**config.mk**
```make
export PLATFORM = sky130hd
export DESIGN_NAME = erdma_dev_flat
export DESIGN_NICKNAME = d
export VERILOG_FILES = /design/src/erdma_pkg.sv /design/src/erdma_if.sv /design/src/erdma_dev.sv /design/src/flat_wrapper.sv
export SDC_FILE = /design/constraint.sdc
export NUM_CORES = 1
export LEC_CHECK = 0
export BUFFER_PORTS_ARGS = -buffer_cell sky130_fd_sc_hd__buf_2
export CAP_MARGIN = 20
export CORE_ASPECT_RATIO = 0.7
export CORE_MARGIN = 3
export CORE_UTILIZATION = 40
export DETAILED_ROUTE_END_ITERATION = 8
export PLACE_DENSITY = 0.72
export SETUP_SLACK_MARGIN = 0.5
export SYNTH_ARGS = -nofsm -noshare
export SYNTH_HDL_FRONTEND = slang
export SYNTH_SLANG_ARGS = --single-unit
```
**constraint.sdc**
```tcl
create_clock -name i_clk -period 11.8 [get_ports i_clk]
set_clock_uncertainty 0.1 [all_clocks]
set_input_delay 2.95 -clock i_clk [delete_from_list [all_inputs] [get_ports i_clk]]
set_output_delay 2.95 -clock i_clk [all_outputs]
set_load 0.005 [all_outputs]
```
**src/erdma_pkg.sv**
```systemverilog
// constants shared by the receive descriptor dma engine and its host end
// Notes on behaviour
// - owner flag: set engine owns, engine clears after
// - first flag bit 30; zero-size first skips ahead
// - last flag bit 29 on final buffer
// - checksum errors ip 28, tcp 27, udp 26
// - bit 25 is or of crc, long, runt
// - bit 24 marks multicast destination frames
// - bit 19 marks physical layer receive error
// - bit 18 above 2000 bytes, no truncation
// - runt bit 17; passed only with pass-bad
// - bit 16 marks crc failure
// - bit 15 set when type field above 1500, left clear on runt frames
// - bits 10:0 hold length including crc
// - end-of-ring bit 25 returns to list base
// - buffer size word1 bits 10:0; zero skips
// - host programs buffer sizes in multiples of four
// - host keeps descriptors and buffers word aligned
// - never two frames in one buffer
// - software writes both list bases before use
// - buffers hold payload; status in descriptor
// - chaining across buffers can be switched off
// - word2 buffer pointer, word3 next pointer
// - words 2 and 3 hold aligned 32-bit addresses
package erdma_pkg;
  // descriptor word offsets from the descriptor address
  localparam logic [31:0] DESC_W0 = 32'h0000_0000;
  localparam logic [31:0] DESC_W1 = 32'h0000_0004;
  localparam logic [31:0] DESC_W2 = 32'h0000_0008;
  localparam logic [31:0] DESC_W3 = 32'h0000_000C;
  localparam logic [31:0] WORD_STEP = 32'h0000_0004;
  // word0 field positions
  localparam int OWN_BIT = 31;
  localparam int FIRST_BIT = 30;
  localparam int LAST_BIT = 29;
  localparam int IP_SUM_BIT = 28;
  localparam int TCP_SUM_BIT = 27;
  localparam int UDP_SUM_BIT = 26;
  localparam int ERRS_BIT = 25;
  localparam int MCAST_BIT = 24;
  localparam int PHYERR_BIT = 19;
  localparam int LONG_BIT = 18;
  localparam int RUNT_BIT = 17;
  localparam int CRC_BIT = 16;
  localparam int FTYPE_BIT = 15;
  localparam int LEN_MSB = 10;
  // word1 field positions
  localparam int RING_END_BIT = 25;
  localparam int SIZE_MSB = 10;
  // frame limits
  localparam logic [15:0] MAX_FRAME_LEN = 16'h07D0;
  localparam logic [15:0] TYPE_LEN_MAX = 16'h05DC;
  localparam logic [15:0] FULL_WORD_BYTES = 16'h0004;
  // software port map of the host end
  localparam logic [11:0] REG_CTRL = 12'h800;
  localparam logic [11:0] REG_RX_BASE = 12'h804;
  localparam logic [11:0] REG_TX_BASE = 12'h808;
  localparam logic [11:0] REG_STATUS = 12'h80C;
  localparam int MEM_SEL_BIT = 11;
  // control bits: run, chain enable, pass bad frames
  localparam int CTRL_RUN = 0;
  localparam int CTRL_CHAIN = 1;
  localparam int CTRL_PASS_BAD = 2;
  localparam logic [2:0] CTRL_RESET = 3'h2;
endpackage : erdma_pkg

```
**src/erdma_if.sv**
```systemverilog
// link between the dma engine and the host memory and configuration end
`timescale 1ns/100ps
`default_nettype none
interface erdma_if;
  // configuration from host software
  logic [31:0] rx_base;
  logic [31:0] tx_base;
  logic bases_ok;
  logic run;
  logic chain_en;
  logic pass_bad;
  // memory access, engine is master
  logic req;
  logic we;
  logic [31:0] addr;
  logic [31:0] wdata;
  logic [31:0] rdata;
  logic ack;
  // completion event
  logic frame_done;
  modport dev (input rx_base, tx_base, bases_ok, run, chain_en, pass_bad,
    rdata, ack, output req, we, addr, wdata, frame_done);
  modport host (output rx_base, tx_base, bases_ok, run, chain_en, pass_bad,
    rdata, ack, input req, we, addr, wdata, frame_done);
endinterface : erdma_if
`default_nettype wire

```
**src/erdma_dev.sv**
```systemverilog
// receive descriptor dma engine: switch frame stream into host buffers
`timescale 1ns/100ps
`default_nettype none
module erdma_dev (
  // clock and reset
  input wire logic i_clk,
  input wire logic i_rst,
  // frame stream from the switch port
  input wire logic i_rx_valid,
  input wire logic [31:0] i_rx_data,
  input wire logic i_rx_last,
  input wire logic [2:0] i_rx_nbytes,
  input wire logic i_rx_crc_err,
  input wire logic i_rx_phy_err,
  input wire logic i_rx_runt,
  input wire logic i_rx_mcast,
  input wire logic i_rx_ip_err,
  input wire logic i_rx_tcp_err,
  input wire logic i_rx_udp_err,
  input wire logic [15:0] i_rx_type_len,
  output logic o_rx_ready,
  // events and state
  output logic o_frame_done,
  output logic o_frame_dropped,
  output logic o_busy,
  // host side
  erdma_if.dev bus
);
  typedef enum logic [3:0] {
    S_IDLE, S_RD0, S_RD1, S_RD2, S_RD3, S_DATA, S_WRD, S_DRAIN, S_CLOSE
  } erdma_dev_st_e;

  typedef struct packed {
    erdma_dev_st_e st;
    logic req;
    logic we;
    logic [31:0] addr;
    logic [31:0] wdata;
    logic [31:0] cur;
    logic [31:0] buf_a;
    logic [31:0] nxt;
    logic [10:0] size;
    logic [11:0] off;
    logic ring_end;
    logic [15:0] len;
    logic first;
    logic last;
    logic phy;
    logic crc;
    logic runt;
    logic mc;
    logic ip_bad;
    logic tcp_bad;
    logic udp_bad;
    logic ftype;
    logic done;
    logic drop;
  } erdma_dev_s;

  erdma_dev_s r;
  erdma_dev_s n;
  logic long_w;
  logic [31:0] stat_w;

  // status word handed back with the descriptor
  always_comb begin
    long_w = r.len > erdma_pkg::MAX_FRAME_LEN;
    stat_w = 32'h0000_0000; // owner cleared on hand-back
    stat_w[erdma_pkg::FIRST_BIT] = r.first;
    stat_w[erdma_pkg::LAST_BIT] = r.last;
    // frame-level flags except the phy error only carried on the last descriptor
    stat_w[erdma_pkg::IP_SUM_BIT] = r.last & r.ip_bad;
    stat_w[erdma_pkg::TCP_SUM_BIT] = r.last & r.tcp_bad;
    stat_w[erdma_pkg::UDP_SUM_BIT] = r.last & r.udp_bad;
    stat_w[erdma_pkg::ERRS_BIT] = r.last & (r.crc | long_w | r.runt);
    stat_w[erdma_pkg::MCAST_BIT] = r.last & r.mc;
    stat_w[erdma_pkg::PHYERR_BIT] = r.phy;
    stat_w[erdma_pkg::LONG_BIT] = r.last & long_w;
    stat_w[erdma_pkg::RUNT_BIT] = r.last & r.runt;
    stat_w[erdma_pkg::CRC_BIT] = r.last & r.crc;
    stat_w[erdma_pkg::FTYPE_BIT] = r.last & ~r.runt & r.ftype;
    stat_w[erdma_pkg::LEN_MSB:0] = r.last ? r.len[10:0] : 11'h000;
  end

  // next state: descriptor walk, data writes and hand-back
  always_comb begin
    n = r;
    n.done = 1'b0;
    n.drop = 1'b0;
    unique case (r.st)
      S_IDLE: begin
        // bases must be loaded by software first
        if (bus.run && bus.bases_ok) begin
          n.cur = bus.rx_base;
          n.st = S_RD0;
        end
      end
      S_RD0: begin
        if (!r.req) begin
          if (!bus.run) begin
            n.st = S_IDLE;
          end else begin
            n.req = 1'b1;
            n.we = 1'b0;
            n.addr = r.cur + erdma_pkg::DESC_W0;
          end
        end else if (bus.ack) begin
          n.req = 1'b0;
          // a host-owned descriptor is polled again, never written
          if (bus.rdata[erdma_pkg::OWN_BIT]) begin
            n.st = S_RD1;
          end
        end
      end
      S_RD1: begin
        if (!r.req) begin
          n.req = 1'b1;
          n.addr = r.cur + erdma_pkg::DESC_W1;
        end else if (bus.ack) begin
          n.req = 1'b0;
          n.size = bus.rdata[erdma_pkg::SIZE_MSB:0];
          n.ring_end = bus.rdata[erdma_pkg::RING_END_BIT];
          n.st = S_RD2;
        end
      end
      S_RD2: begin
        if (!r.req) begin
          n.req = 1'b1;
          n.addr = r.cur + erdma_pkg::DESC_W2;
        end else if (bus.ack) begin
          n.req = 1'b0;
          n.buf_a = bus.rdata;
          n.st = S_RD3;
        end
      end
      S_RD3: begin
        if (!r.req) begin
          n.req = 1'b1;
          n.addr = r.cur + erdma_pkg::DESC_W3;
        end else if (bus.ack) begin
          n.req = 1'b0;
          n.nxt = bus.rdata;
          n.off = 12'h000;
          if (r.size == 11'h000) begin
            // empty buffer: move on, the frame starts later
            n.cur = r.ring_end ? bus.rx_base : bus.rdata;
            n.st = S_RD0;
          end else begin
            n.st = S_DATA;
          end
        end
      end
      S_DATA: begin
        // only payload words land in the buffer
        if (i_rx_valid) begin
          n.req = 1'b1;
          n.we = 1'b1;
          n.addr = r.buf_a + {20'h0_0000, r.off};
          n.wdata = i_rx_data;
          n.off = r.off + 12'h004; // sizes are whole words
          n.st = S_WRD;
        end
      end
      S_WRD: begin
        if (bus.ack) begin
          n.req = 1'b0;
          n.we = 1'b0;
          if (r.last) begin
            // bad runt: discard and reuse this buffer for the next frame
            if (r.runt && !bus.pass_bad) begin
              n.drop = 1'b1;
              n.off = 12'h000;
              n.st = S_DATA;
            end else begin
              n.st = S_CLOSE;
            end
          end else if (r.off >= {1'b0, r.size}) begin
            n.st = bus.chain_en ? S_CLOSE : S_DRAIN;
          end else begin
            n.st = S_DATA;
          end
        end
      end
      S_DRAIN: begin
        // chaining off: rest of the frame is counted but not stored
        if (i_rx_valid && i_rx_last) begin
          n.st = (i_rx_runt && !bus.pass_bad) ? S_DATA : S_CLOSE;
          n.drop = i_rx_runt && !bus.pass_bad;
          n.off = (i_rx_runt && !bus.pass_bad) ? 12'h000 : r.off;
        end
      end
      S_CLOSE: begin
        if (!r.req) begin
          n.req = 1'b1;
          n.we = 1'b1;
          n.addr = r.cur + erdma_pkg::DESC_W0;
          n.wdata = stat_w;
        end else if (bus.ack) begin
          n.req = 1'b0;
          n.we = 1'b0;
          n.done = r.last;
          n.cur = r.ring_end ? bus.rx_base : r.nxt;
          n.first = r.last; // next buffer opens a new frame or continues
          n.st = S_RD0;
        end
      end
      default: n.st = S_IDLE;
    endcase
    // frame bookkeeping on each accepted stream word
    if (o_rx_ready && i_rx_valid) begin
      n.len = r.len + (i_rx_last ? {13'h0000, i_rx_nbytes} :
        erdma_pkg::FULL_WORD_BYTES);
      n.phy = r.phy | i_rx_phy_err;
      if (i_rx_last) begin
        n.last = 1'b1;
        n.crc = i_rx_crc_err;
        n.runt = i_rx_runt;
        n.mc = i_rx_mcast;
        n.ip_bad = i_rx_ip_err;
        n.tcp_bad = i_rx_tcp_err;
        n.udp_bad = i_rx_udp_err;
        n.ftype = i_rx_type_len > erdma_pkg::TYPE_LEN_MAX;
      end
    end
    // a finished or dropped frame leaves nothing behind
    if (n.drop || (r.st == S_CLOSE && n.st == S_RD0 && r.last)) begin
      n.len = 16'h0000;
      n.last = 1'b0;
      n.phy = 1'b0;
      n.crc = 1'b0;
      n.runt = 1'b0;
      n.mc = 1'b0;
      n.ip_bad = 1'b0;
      n.tcp_bad = 1'b0;
      n.udp_bad = 1'b0;
      n.ftype = 1'b0;
      n.first = 1'b1;
    end
  end

  // state register
  always_ff @(posedge i_clk or posedge i_rst) begin
    if (i_rst) begin
      r <= '0;
      r.st <= S_IDLE;
      r.first <= 1'b1;
    end else begin
      r <= n;
    end
  end

  // the switch is stalled whenever no owned buffer is open
  assign o_rx_ready = (r.st == S_DATA) || (r.st == S_DRAIN);
  assign o_frame_done = r.done;
  assign o_frame_dropped = r.drop;
  assign o_busy = r.st != S_IDLE;
  assign bus.req = r.req;
  assign bus.we = r.we;
  assign bus.addr = r.addr;
  assign bus.wdata = r.wdata;
  assign bus.frame_done = r.done;
endmodule : erdma_dev
`default_nettype wire

```
**src/flat_wrapper.sv**
```systemverilog
// flat-port wrapper written by rule: the top's interface ports become plain ports
module erdma_dev_flat 
  (i_clk, i_rst, i_rx_valid, i_rx_data, i_rx_last, i_rx_nbytes, i_rx_crc_err, i_rx_phy_err, i_rx_runt, i_rx_mcast, i_rx_ip_err, i_rx_tcp_err, i_rx_udp_err, i_rx_type_len, o_rx_ready, o_frame_done, o_frame_dropped, o_busy, bus_rx_base, bus_tx_base, bus_bases_ok, bus_run, bus_chain_en, bus_pass_bad, bus_rdata, bus_ack, bus_req, bus_we, bus_addr, bus_wdata, bus_frame_done);
  erdma_if bus_i ();
  input wire logic i_clk;
  input wire logic i_rst;
  input wire logic i_rx_valid;
  input wire logic [31:0] i_rx_data;
  input wire logic i_rx_last;
  input wire logic [2:0] i_rx_nbytes;
  input wire logic i_rx_crc_err;
  input wire logic i_rx_phy_err;
  input wire logic i_rx_runt;
  input wire logic i_rx_mcast;
  input wire logic i_rx_ip_err;
  input wire logic i_rx_tcp_err;
  input wire logic i_rx_udp_err;
  input wire logic [15:0] i_rx_type_len;
  output logic o_rx_ready;
  output logic o_frame_done;
  output logic o_frame_dropped;
  output logic o_busy;
  input wire logic [$bits(bus_i.rx_base)-1:0] bus_rx_base;
  input wire logic [$bits(bus_i.tx_base)-1:0] bus_tx_base;
  input wire logic [$bits(bus_i.bases_ok)-1:0] bus_bases_ok;
  input wire logic [$bits(bus_i.run)-1:0] bus_run;
  input wire logic [$bits(bus_i.chain_en)-1:0] bus_chain_en;
  input wire logic [$bits(bus_i.pass_bad)-1:0] bus_pass_bad;
  input wire logic [$bits(bus_i.rdata)-1:0] bus_rdata;
  input wire logic [$bits(bus_i.ack)-1:0] bus_ack;
  output wire logic [$bits(bus_i.req)-1:0] bus_req;
  output wire logic [$bits(bus_i.we)-1:0] bus_we;
  output wire logic [$bits(bus_i.addr)-1:0] bus_addr;
  output wire logic [$bits(bus_i.wdata)-1:0] bus_wdata;
  output wire logic [$bits(bus_i.frame_done)-1:0] bus_frame_done;
  assign bus_i.rx_base = bus_rx_base;
  assign bus_i.tx_base = bus_tx_base;
  assign bus_i.bases_ok = bus_bases_ok;
  assign bus_i.run = bus_run;
  assign bus_i.chain_en = bus_chain_en;
  assign bus_i.pass_bad = bus_pass_bad;
  assign bus_i.rdata = bus_rdata;
  assign bus_i.ack = bus_ack;
  assign bus_req = bus_i.req;
  assign bus_we = bus_i.we;
  assign bus_addr = bus_i.addr;
  assign bus_wdata = bus_i.wdata;
  assign bus_frame_done = bus_i.frame_done;
  erdma_dev u_core (.i_clk(i_clk), .i_rst(i_rst), .i_rx_valid(i_rx_valid), .i_rx_data(i_rx_data), .i_rx_last(i_rx_last), .i_rx_nbytes(i_rx_nbytes), .i_rx_crc_err(i_rx_crc_err), .i_rx_phy_err(i_rx_phy_err), .i_rx_runt(i_rx_runt), .i_rx_mcast(i_rx_mcast), .i_rx_ip_err(i_rx_ip_err), .i_rx_tcp_err(i_rx_tcp_err), .i_rx_udp_err(i_rx_udp_err), .i_rx_type_len(i_rx_type_len), .o_rx_ready(o_rx_ready), .o_frame_done(o_frame_done), .o_frame_dropped(o_frame_dropped), .o_busy(o_busy), .bus(bus_i));
endmodule
```
# Word-level counts from Yosys, hierarchy flattened
# Cells that the tools add are included.
[totals]
output_inout_bits = 71
elab_cells = 183
reg_bits = 218
inputBits = 163
[classes]
n_bitwise = 14
muxes = 73
eq_ne = 28
addsub = 6
reduce_logical = 35
order_cmp = 3
[op_table]
columns = ["op", "n"]
rows = [
  ["32-bit 2-to-1 mux", 11],
  ["32-bit case mux with 6 select lines", 1],
  ["12-bit 2-to-1 mux", 8],
  ["32-bit case mux with 3 select lines", 1],
  ["70-bit 2-to-1 mux", 1],
  ["32-bit by 4-bit adder with 32-bit output (second input constant)", 2],
  ["64-bit 2-to-1 mux", 1],
  ["32-bit case mux with 2 select lines", 1],
  ["4-bit 2-to-1 mux", 13],
  ["12-bit case mux with 4 select lines", 1],
  ["4-bit case mux with 9 select lines", 1],
  ["34-bit 2-to-1 mux", 1],
  ["33-bit 2-to-1 mux", 1],
  ["32-bit by 12-bit adder with 32-bit output", 1],
  ["32-bit by 3-bit adder with 32-bit output (second input constant)", 1],
  ["16-bit by 11-bit > comparator with 1-bit output (second input constant)", 2],
  ["26-bit 2-to-1 mux", 1],
  ["5-bit 2-to-1 mux", 5],
  ["2-bit inequality test (second input constant)", 10],
  ["3-bit AND reduction", 6],
  ["16-bit adder", 1],
  ["4-bit by 3-bit == test with 1-bit output (second input constant)", 4],
  ["16-bit 2-to-1 mux", 1],
  ["2-bit by 1-bit inequality test with 1-bit output (second input constant)", 8],
  ["34 further kinds", 76],
]

# Logic depth before layout (Yosys ltp)
[logic_depth]
word_depth = 12
mapped_depth = 15
depth_no_buf = 10

# Worst setup path before layout
# OpenSTA, ideal clock, no wires.
[synth_timing]
kind = "input port to flip-flop"
start = "in bus_ack"
end = "reg u_core.r[39] (netlist name)"
slack_ns = 7.054
arrival_ns = 4.550
stages = 7
path_buffers = 1
setup_ns = 0.095
t_required_ns = 11.605
path_cell_list = "clkbuf_1 and2_0 nor2_1 a21oi_1 o2111ai_1 or4_1 o31ai_1"
[synth_between]
elab_chain_cells = 2
elab_cells_between_ends = 3
classes_between = "2 x eq/ne; 1 x reduce/logical"
[synth_rtl]
columns = ["element", "line", "source"]
rows = [
  ["from (decl)", "flat_wrapper.sv:30", "input wire logic [$bits(bus_i.ack)-1:0] bus_ack;"],
  ["2-bit inequality test (no line)", "n/a", ""],
  ["9-bit AND reduction (no line) (*)", "n/a", ""],
  ["to (signal assigned)", "erdma_dev.sv:248", "r <= n;"],
  ["to (decl)", "erdma_dev.sv:60", "erdma_dev_s r;"],
]
# Mark *: on every way between the ends. The rest lies on a longest branch, timed or not.
# A chain may end at the register's enable or synchronous reset.

# Worst setup path in the final report
[layout_timing]
start = "reg u_core.r[216] (netlist name)"
end = "out o_rx_ready"
[layout_between]
elab_chain_cells = 2
elab_cells_between_ends = 3
classes_between = "2 x eq/ne; 1 x reduce/logical"
[layout_rtl]
columns = ["element", "line", "source"]
rows = [
  ["4-bit by 3-bit == test with 1-bit output", "erdma_dev.sv:253", "assign o_rx_ready = (r.st == S_DATA) || (r.st == S_DRAIN);"],
  ["1-bit logical OR (*)", "erdma_dev.sv:253", ""],
  ["to (decl)", "flat_wrapper.sv:19", "output logic o_rx_ready;"],
]
# Marked as above.

==> impl.org <==
** Clock tree
- After clock tree synthesis, the clock-pin slew on the worst setup and hold paths is 0.06 ns.
- The tree is rooted in a sky130_fd_sc_hd__clkbuf_16.
- # H-tree levels :: 1
- Number of buffers created by CTS :: 24
- For this design, the CTS-stage hold fixing added 0 buffers.
- Clock buffer depth :: 3
- The later pin in the worst-skew pair is clocked with a latency of 0.54 ns.
- TritonCTS built the clock tree.
- Buffers added to address setup during post-CTS repair amount to 0.
- The tree built by TritonCTS fans out to 216 sinks.
- Post-cts sizing count :: 0

** Global routing
- Antenna violations before repair :: 4
- Entering global routing, the biggest net connects 88 pins.
- Vias in the first global route :: 10370
- After global routing the overflow that remains totals 0.
- For this run, the total global-route usage over all layers was measured as 0.2289.
- The first global-routing pass estimated 59990 um of wire.

** Setup path
- Worst endpoint required time :: 8.75 ns
- Kind of cell adding the most delay to the critical path :: simple AND/OR/NAND/NOR gates
- Worst setup path category :: reg2out
- Data arrival time of the critical path :: 2.69 ns
- Counting buffers and inverters, the worst setup path is 3 cells deep.
- In this run the worst path has a maximum fanout of 30.
- Worst flop-to-flop path endpoint :: u_core.bus.addr[14]$_DFFE_PP0P_
- Traced cell by cell, the critical path runs through nor2b_1 > and2_1 > buf_2.
- The critical path starts at u_core.r[216]$_DFF_PP0_.
- The slowest stage of the critical path is the sky130_fd_sc_hd__dfrtp_1 cell.
- Counting both buffers and inverters, the worst setup path holds a total of 1.
- STA classifies the critical path endpoint as an output port.
- On the worst path, the slowest cell contributes a delay of 0.92 ns.
- The worst setup path is launched from a register.
- FF-to-FF setup slack :: 6.92 ns
- The worst register-to-register path begins at u_core.r[216]$_DFF_PP0_.
- Cells on worst reg2reg path :: 9

** STA
- Relative slew slack :: 0.3581
- Max Freq :: 174.3 MHz
- The number of endpoints with negative hold slack in the final report is 0.
- Setup repair after global routing missed its margin :: no
- The final max-slew violation count is 0.
- Setup slack closes at 6.061 ns.
- For the pin with the worst max-slew slack, the measured transition is 0.9628 ns.
- Across all hold checks on the routed design, the worst slack comes to 0.3628 ns.
- Setup violations remaining at the end of the flow were counted as 0.
- Counting I/O delays and the setup requirement, the final critical path takes 5.739 ns.
- Tcrit/Tclk final :: 0.4863
- Summed over all failing endpoints, the final setup total negative slack is 0 ns.

** Drt
- The count of nets left with antenna violations once routing finished came out at 0.
- Iteration-0 DRC count of the detailed router :: 1112
- Post-detailed-route wirelength per cell :: 20.48 um
- Post-DR vias/cell :: 5.695
- Routed WL :: 38770 um
- Count of TritonRoute iterations in the first routing pass :: 5
- For this run, design rule violations remaining after detail routing come to 0.
- Via count of the routed design :: 10780

** Worst hold path
- The startpoint identified for the worst hold timing path is u_core.bus.wdata[12]$_DFFE_PP0P_.
- Worst Hold Endpoint :: u_core.bus.wdata[12]$_DFFE_PP0P_
- Hold path depth :: 2
- Worst hold path type :: reg2reg

** Power
- Summed over all cells, the static leakage comes to 6.184 nW.
- Power consumption :: 3.480 mW
- Sw frac :: 0.4068
- Power share of the clock group :: 0.228
- For this design the ratio of total power to cell area is 247.8 mW/mm^2.
- Across the VDD grid, the largest voltage drop is 0.1211 mV.
- Combinational power share :: 0.375
- Internal Dissipation :: 2.064 mW
- Relative contribution of sequential cells to total power :: 0.397
- Psw :: 1.416 mW

** Finish
- Area growth, synth to finish :: 13.89%
- The finished layout holds 1893 standard cells, fillers aside.
- In the final layout, the share of cells above drive strength 1 is 0.2387.
- The finished cells cover 0.01404 mm^2.
- Most common cell after layout, fill and taps aside :: sky130_fd_sc_hd__dfrtp_1
- Once layout is complete, the utilization of the core stands at 0.4654.
- For this run, the post-layout net count is 1651.
- Most frequent cells in the layout :: 215 x sky130_fd_sc_hd__dfrtp_1, 201 x sky130_fd_sc_hd__buf_2, 154 x sky130_fd_sc_hd__nor2_1

** Logic synthesis
- Primary FF master, synth :: sky130_fd_sc_hd__dfrtp_1
- Synth cell types :: 73
- Each instance of the synthesized netlist takes up on average 9.014 um^2.
- The share of the Yosys chip area taken by registers is 0.4385.
- Total of flip-flops plus latches after synthesis :: 216
- YS warnings :: 0
- Post-Syn Nets :: 1558
- Post-Syn Area :: 0.01233 mm^2
- Yosys mapped a number of flops with a built-in enable equal to 0.
- Synthesis handed over a netlist of 1368 instances.
- Counting flops with an async set or reset pin after synthesis yields a share of 1.000.

** Die
- The die covers 0.03300 mm^2.
- Row count :: 53
- 234 I/O pins were placed.
- Vertical die dimension :: 152.9 um
- The region available for standard cell placement spans 0.03017 mm^2.
- Initial cell density of the core :: 0.4087
- Chip width :: 215.9 um

** Placement
- Counting tap cells, the placed design contains a total of 1847 instances.
- The congestion estimate from routability-driven global placement came to 0.9316.
- Area post-placement :: 0.01320 mm^2
- Before CTS, the worst setup slack after placement is 6.547 ns.
- During placement, the flow inserted port buffers numbering 201.
- Placed wire-length estimate :: 28340 um

** Run status
- Result of the run :: finished clean

** Flow run
- The tool flagged a number of max-cap violations equal to 0.
-- sequential cells by signal (all words and copies together), names as in the netlist --
register	count
u_core.bus.addr	32
u_core.bus.frame_done	1
u_core.bus.req	1
u_core.bus.wdata	32
u_core.bus.we	1
u_core.o_frame_dropped	1
u_core.r	148
-- routing by layer --
layer | GRT usage | wire [um] | vias up
li1 | - | - | 5031
met1 | 0.3565 | 18110 | 5272
met2 | 0.3190 | 16210 | 425
met3 | 0.06002 | 3827 | 48
met4 | 0.04371 | 598 | 4
met5 | 0 | 14 | -
-- how the worst max path moves through the flow --
stage,endpoint,slack (ns)
finish,o_rx_ready,6.06
global route,o_rx_ready,5.91
CTS,o_rx_ready,6.08
detailed placement,u_core.r[39]$_DFFE_PP0P_,6.55
global placement,u_core.r[39]$_DFFE_PP0P_,6.59
floorplan,u_core.bus.addr[0]$_DFFE_PP0P_,2.84
-- area by class of cell --
cell class / count / area (um^2)
Fill cell: 2911 / 16130
Multi-Input combinational cell: 973 / 6031
Sequential cell: 216 / 5406
Timing Repair Buffer: 218 / 1134
Clock buffer: 29 / 659.4
Tap cell: 412 / 515.5
Clock inverter: 15 / 180.2
Inverter: 28 / 112.6
Antenna cell: 2 / 5.005
-- kinds of logic (layout without fill, tap and decap cells) --
kind of cell | Yosys count | in the layout | share of synthesized area
AND/OR/NAND/NOR | 476 | 476 | 0.1752
flip-flops | 216 | 216 | 0.4385
XOR/XNOR | 43 | 43 | 0.03054
adder cells (fa/ha/maj) | 27 | 27 | 0.02862
other | 0 | 2 | 0
multiplexers | 71 | 71 | 0.06433
buffers and inverters | 179 | 290 | 0.07560
AO/OA/AOI/OAI | 356 | 356 | 0.1872
-- synthesized netlist by cell type (24+ instances only) --
cell type | n | area share
sky130_fd_sc_hd__nor2_1 | 157 | 0.048
sky130_fd_sc_hd__a221oi_1 | 27 | 0.019
sky130_fd_sc_hd__ha_1 | 25 | 0.025
sky130_fd_sc_hd__nand2_1 | 152 | 0.046
sky130_fd_sc_hd__clkbuf_1 | 69 | 0.021
sky130_fd_sc_hd__a21oi_1 | 86 | 0.035
sky130_fd_sc_hd__nand3_1 | 44 | 0.018
sky130_fd_sc_hd__inv_1 | 28 | 0.0085
sky130_fd_sc_hd__dfrtp_1 | 215 | 0.44
sky130_fd_sc_hd__a22oi_1 | 35 | 0.021
sky130_fd_sc_hd__buf_4 | 65 | 0.040
sky130_fd_sc_hd__o21ai_0 | 89 | 0.036
sky130_fd_sc_hd__mux2_2 | 66 | 0.060
sky130_fd_sc_hd__nor3_1 | 24 | 0.0097
-- power by group through the flow --
| stage | combinational [mW] | clock, mW | sequential (mW) |
|---|---|---|---|
| floorplan | 1.06 | 0 | 1.24 |
| global placement | 1.26 | 0 | 1.36 |
| detailed placement | 1.29 | 0 | 1.38 |
| CTS | 1.30 | 0.809 | 1.37 |
| global route | 1.45 | 0.837 | 1.43 |
| finish | 1.30 | 0.794 | 1.38 |
-- worst min-delay path: stages, from the launching register on --
cell	delay, ns
sky130_fd_sc_hd__dfrtp_1	0.33
sky130_fd_sc_hd__nand2_1	0.05
sky130_fd_sc_hd__nand2_1	0.05
Note: power is estimated with default switching activity, not from simulation.
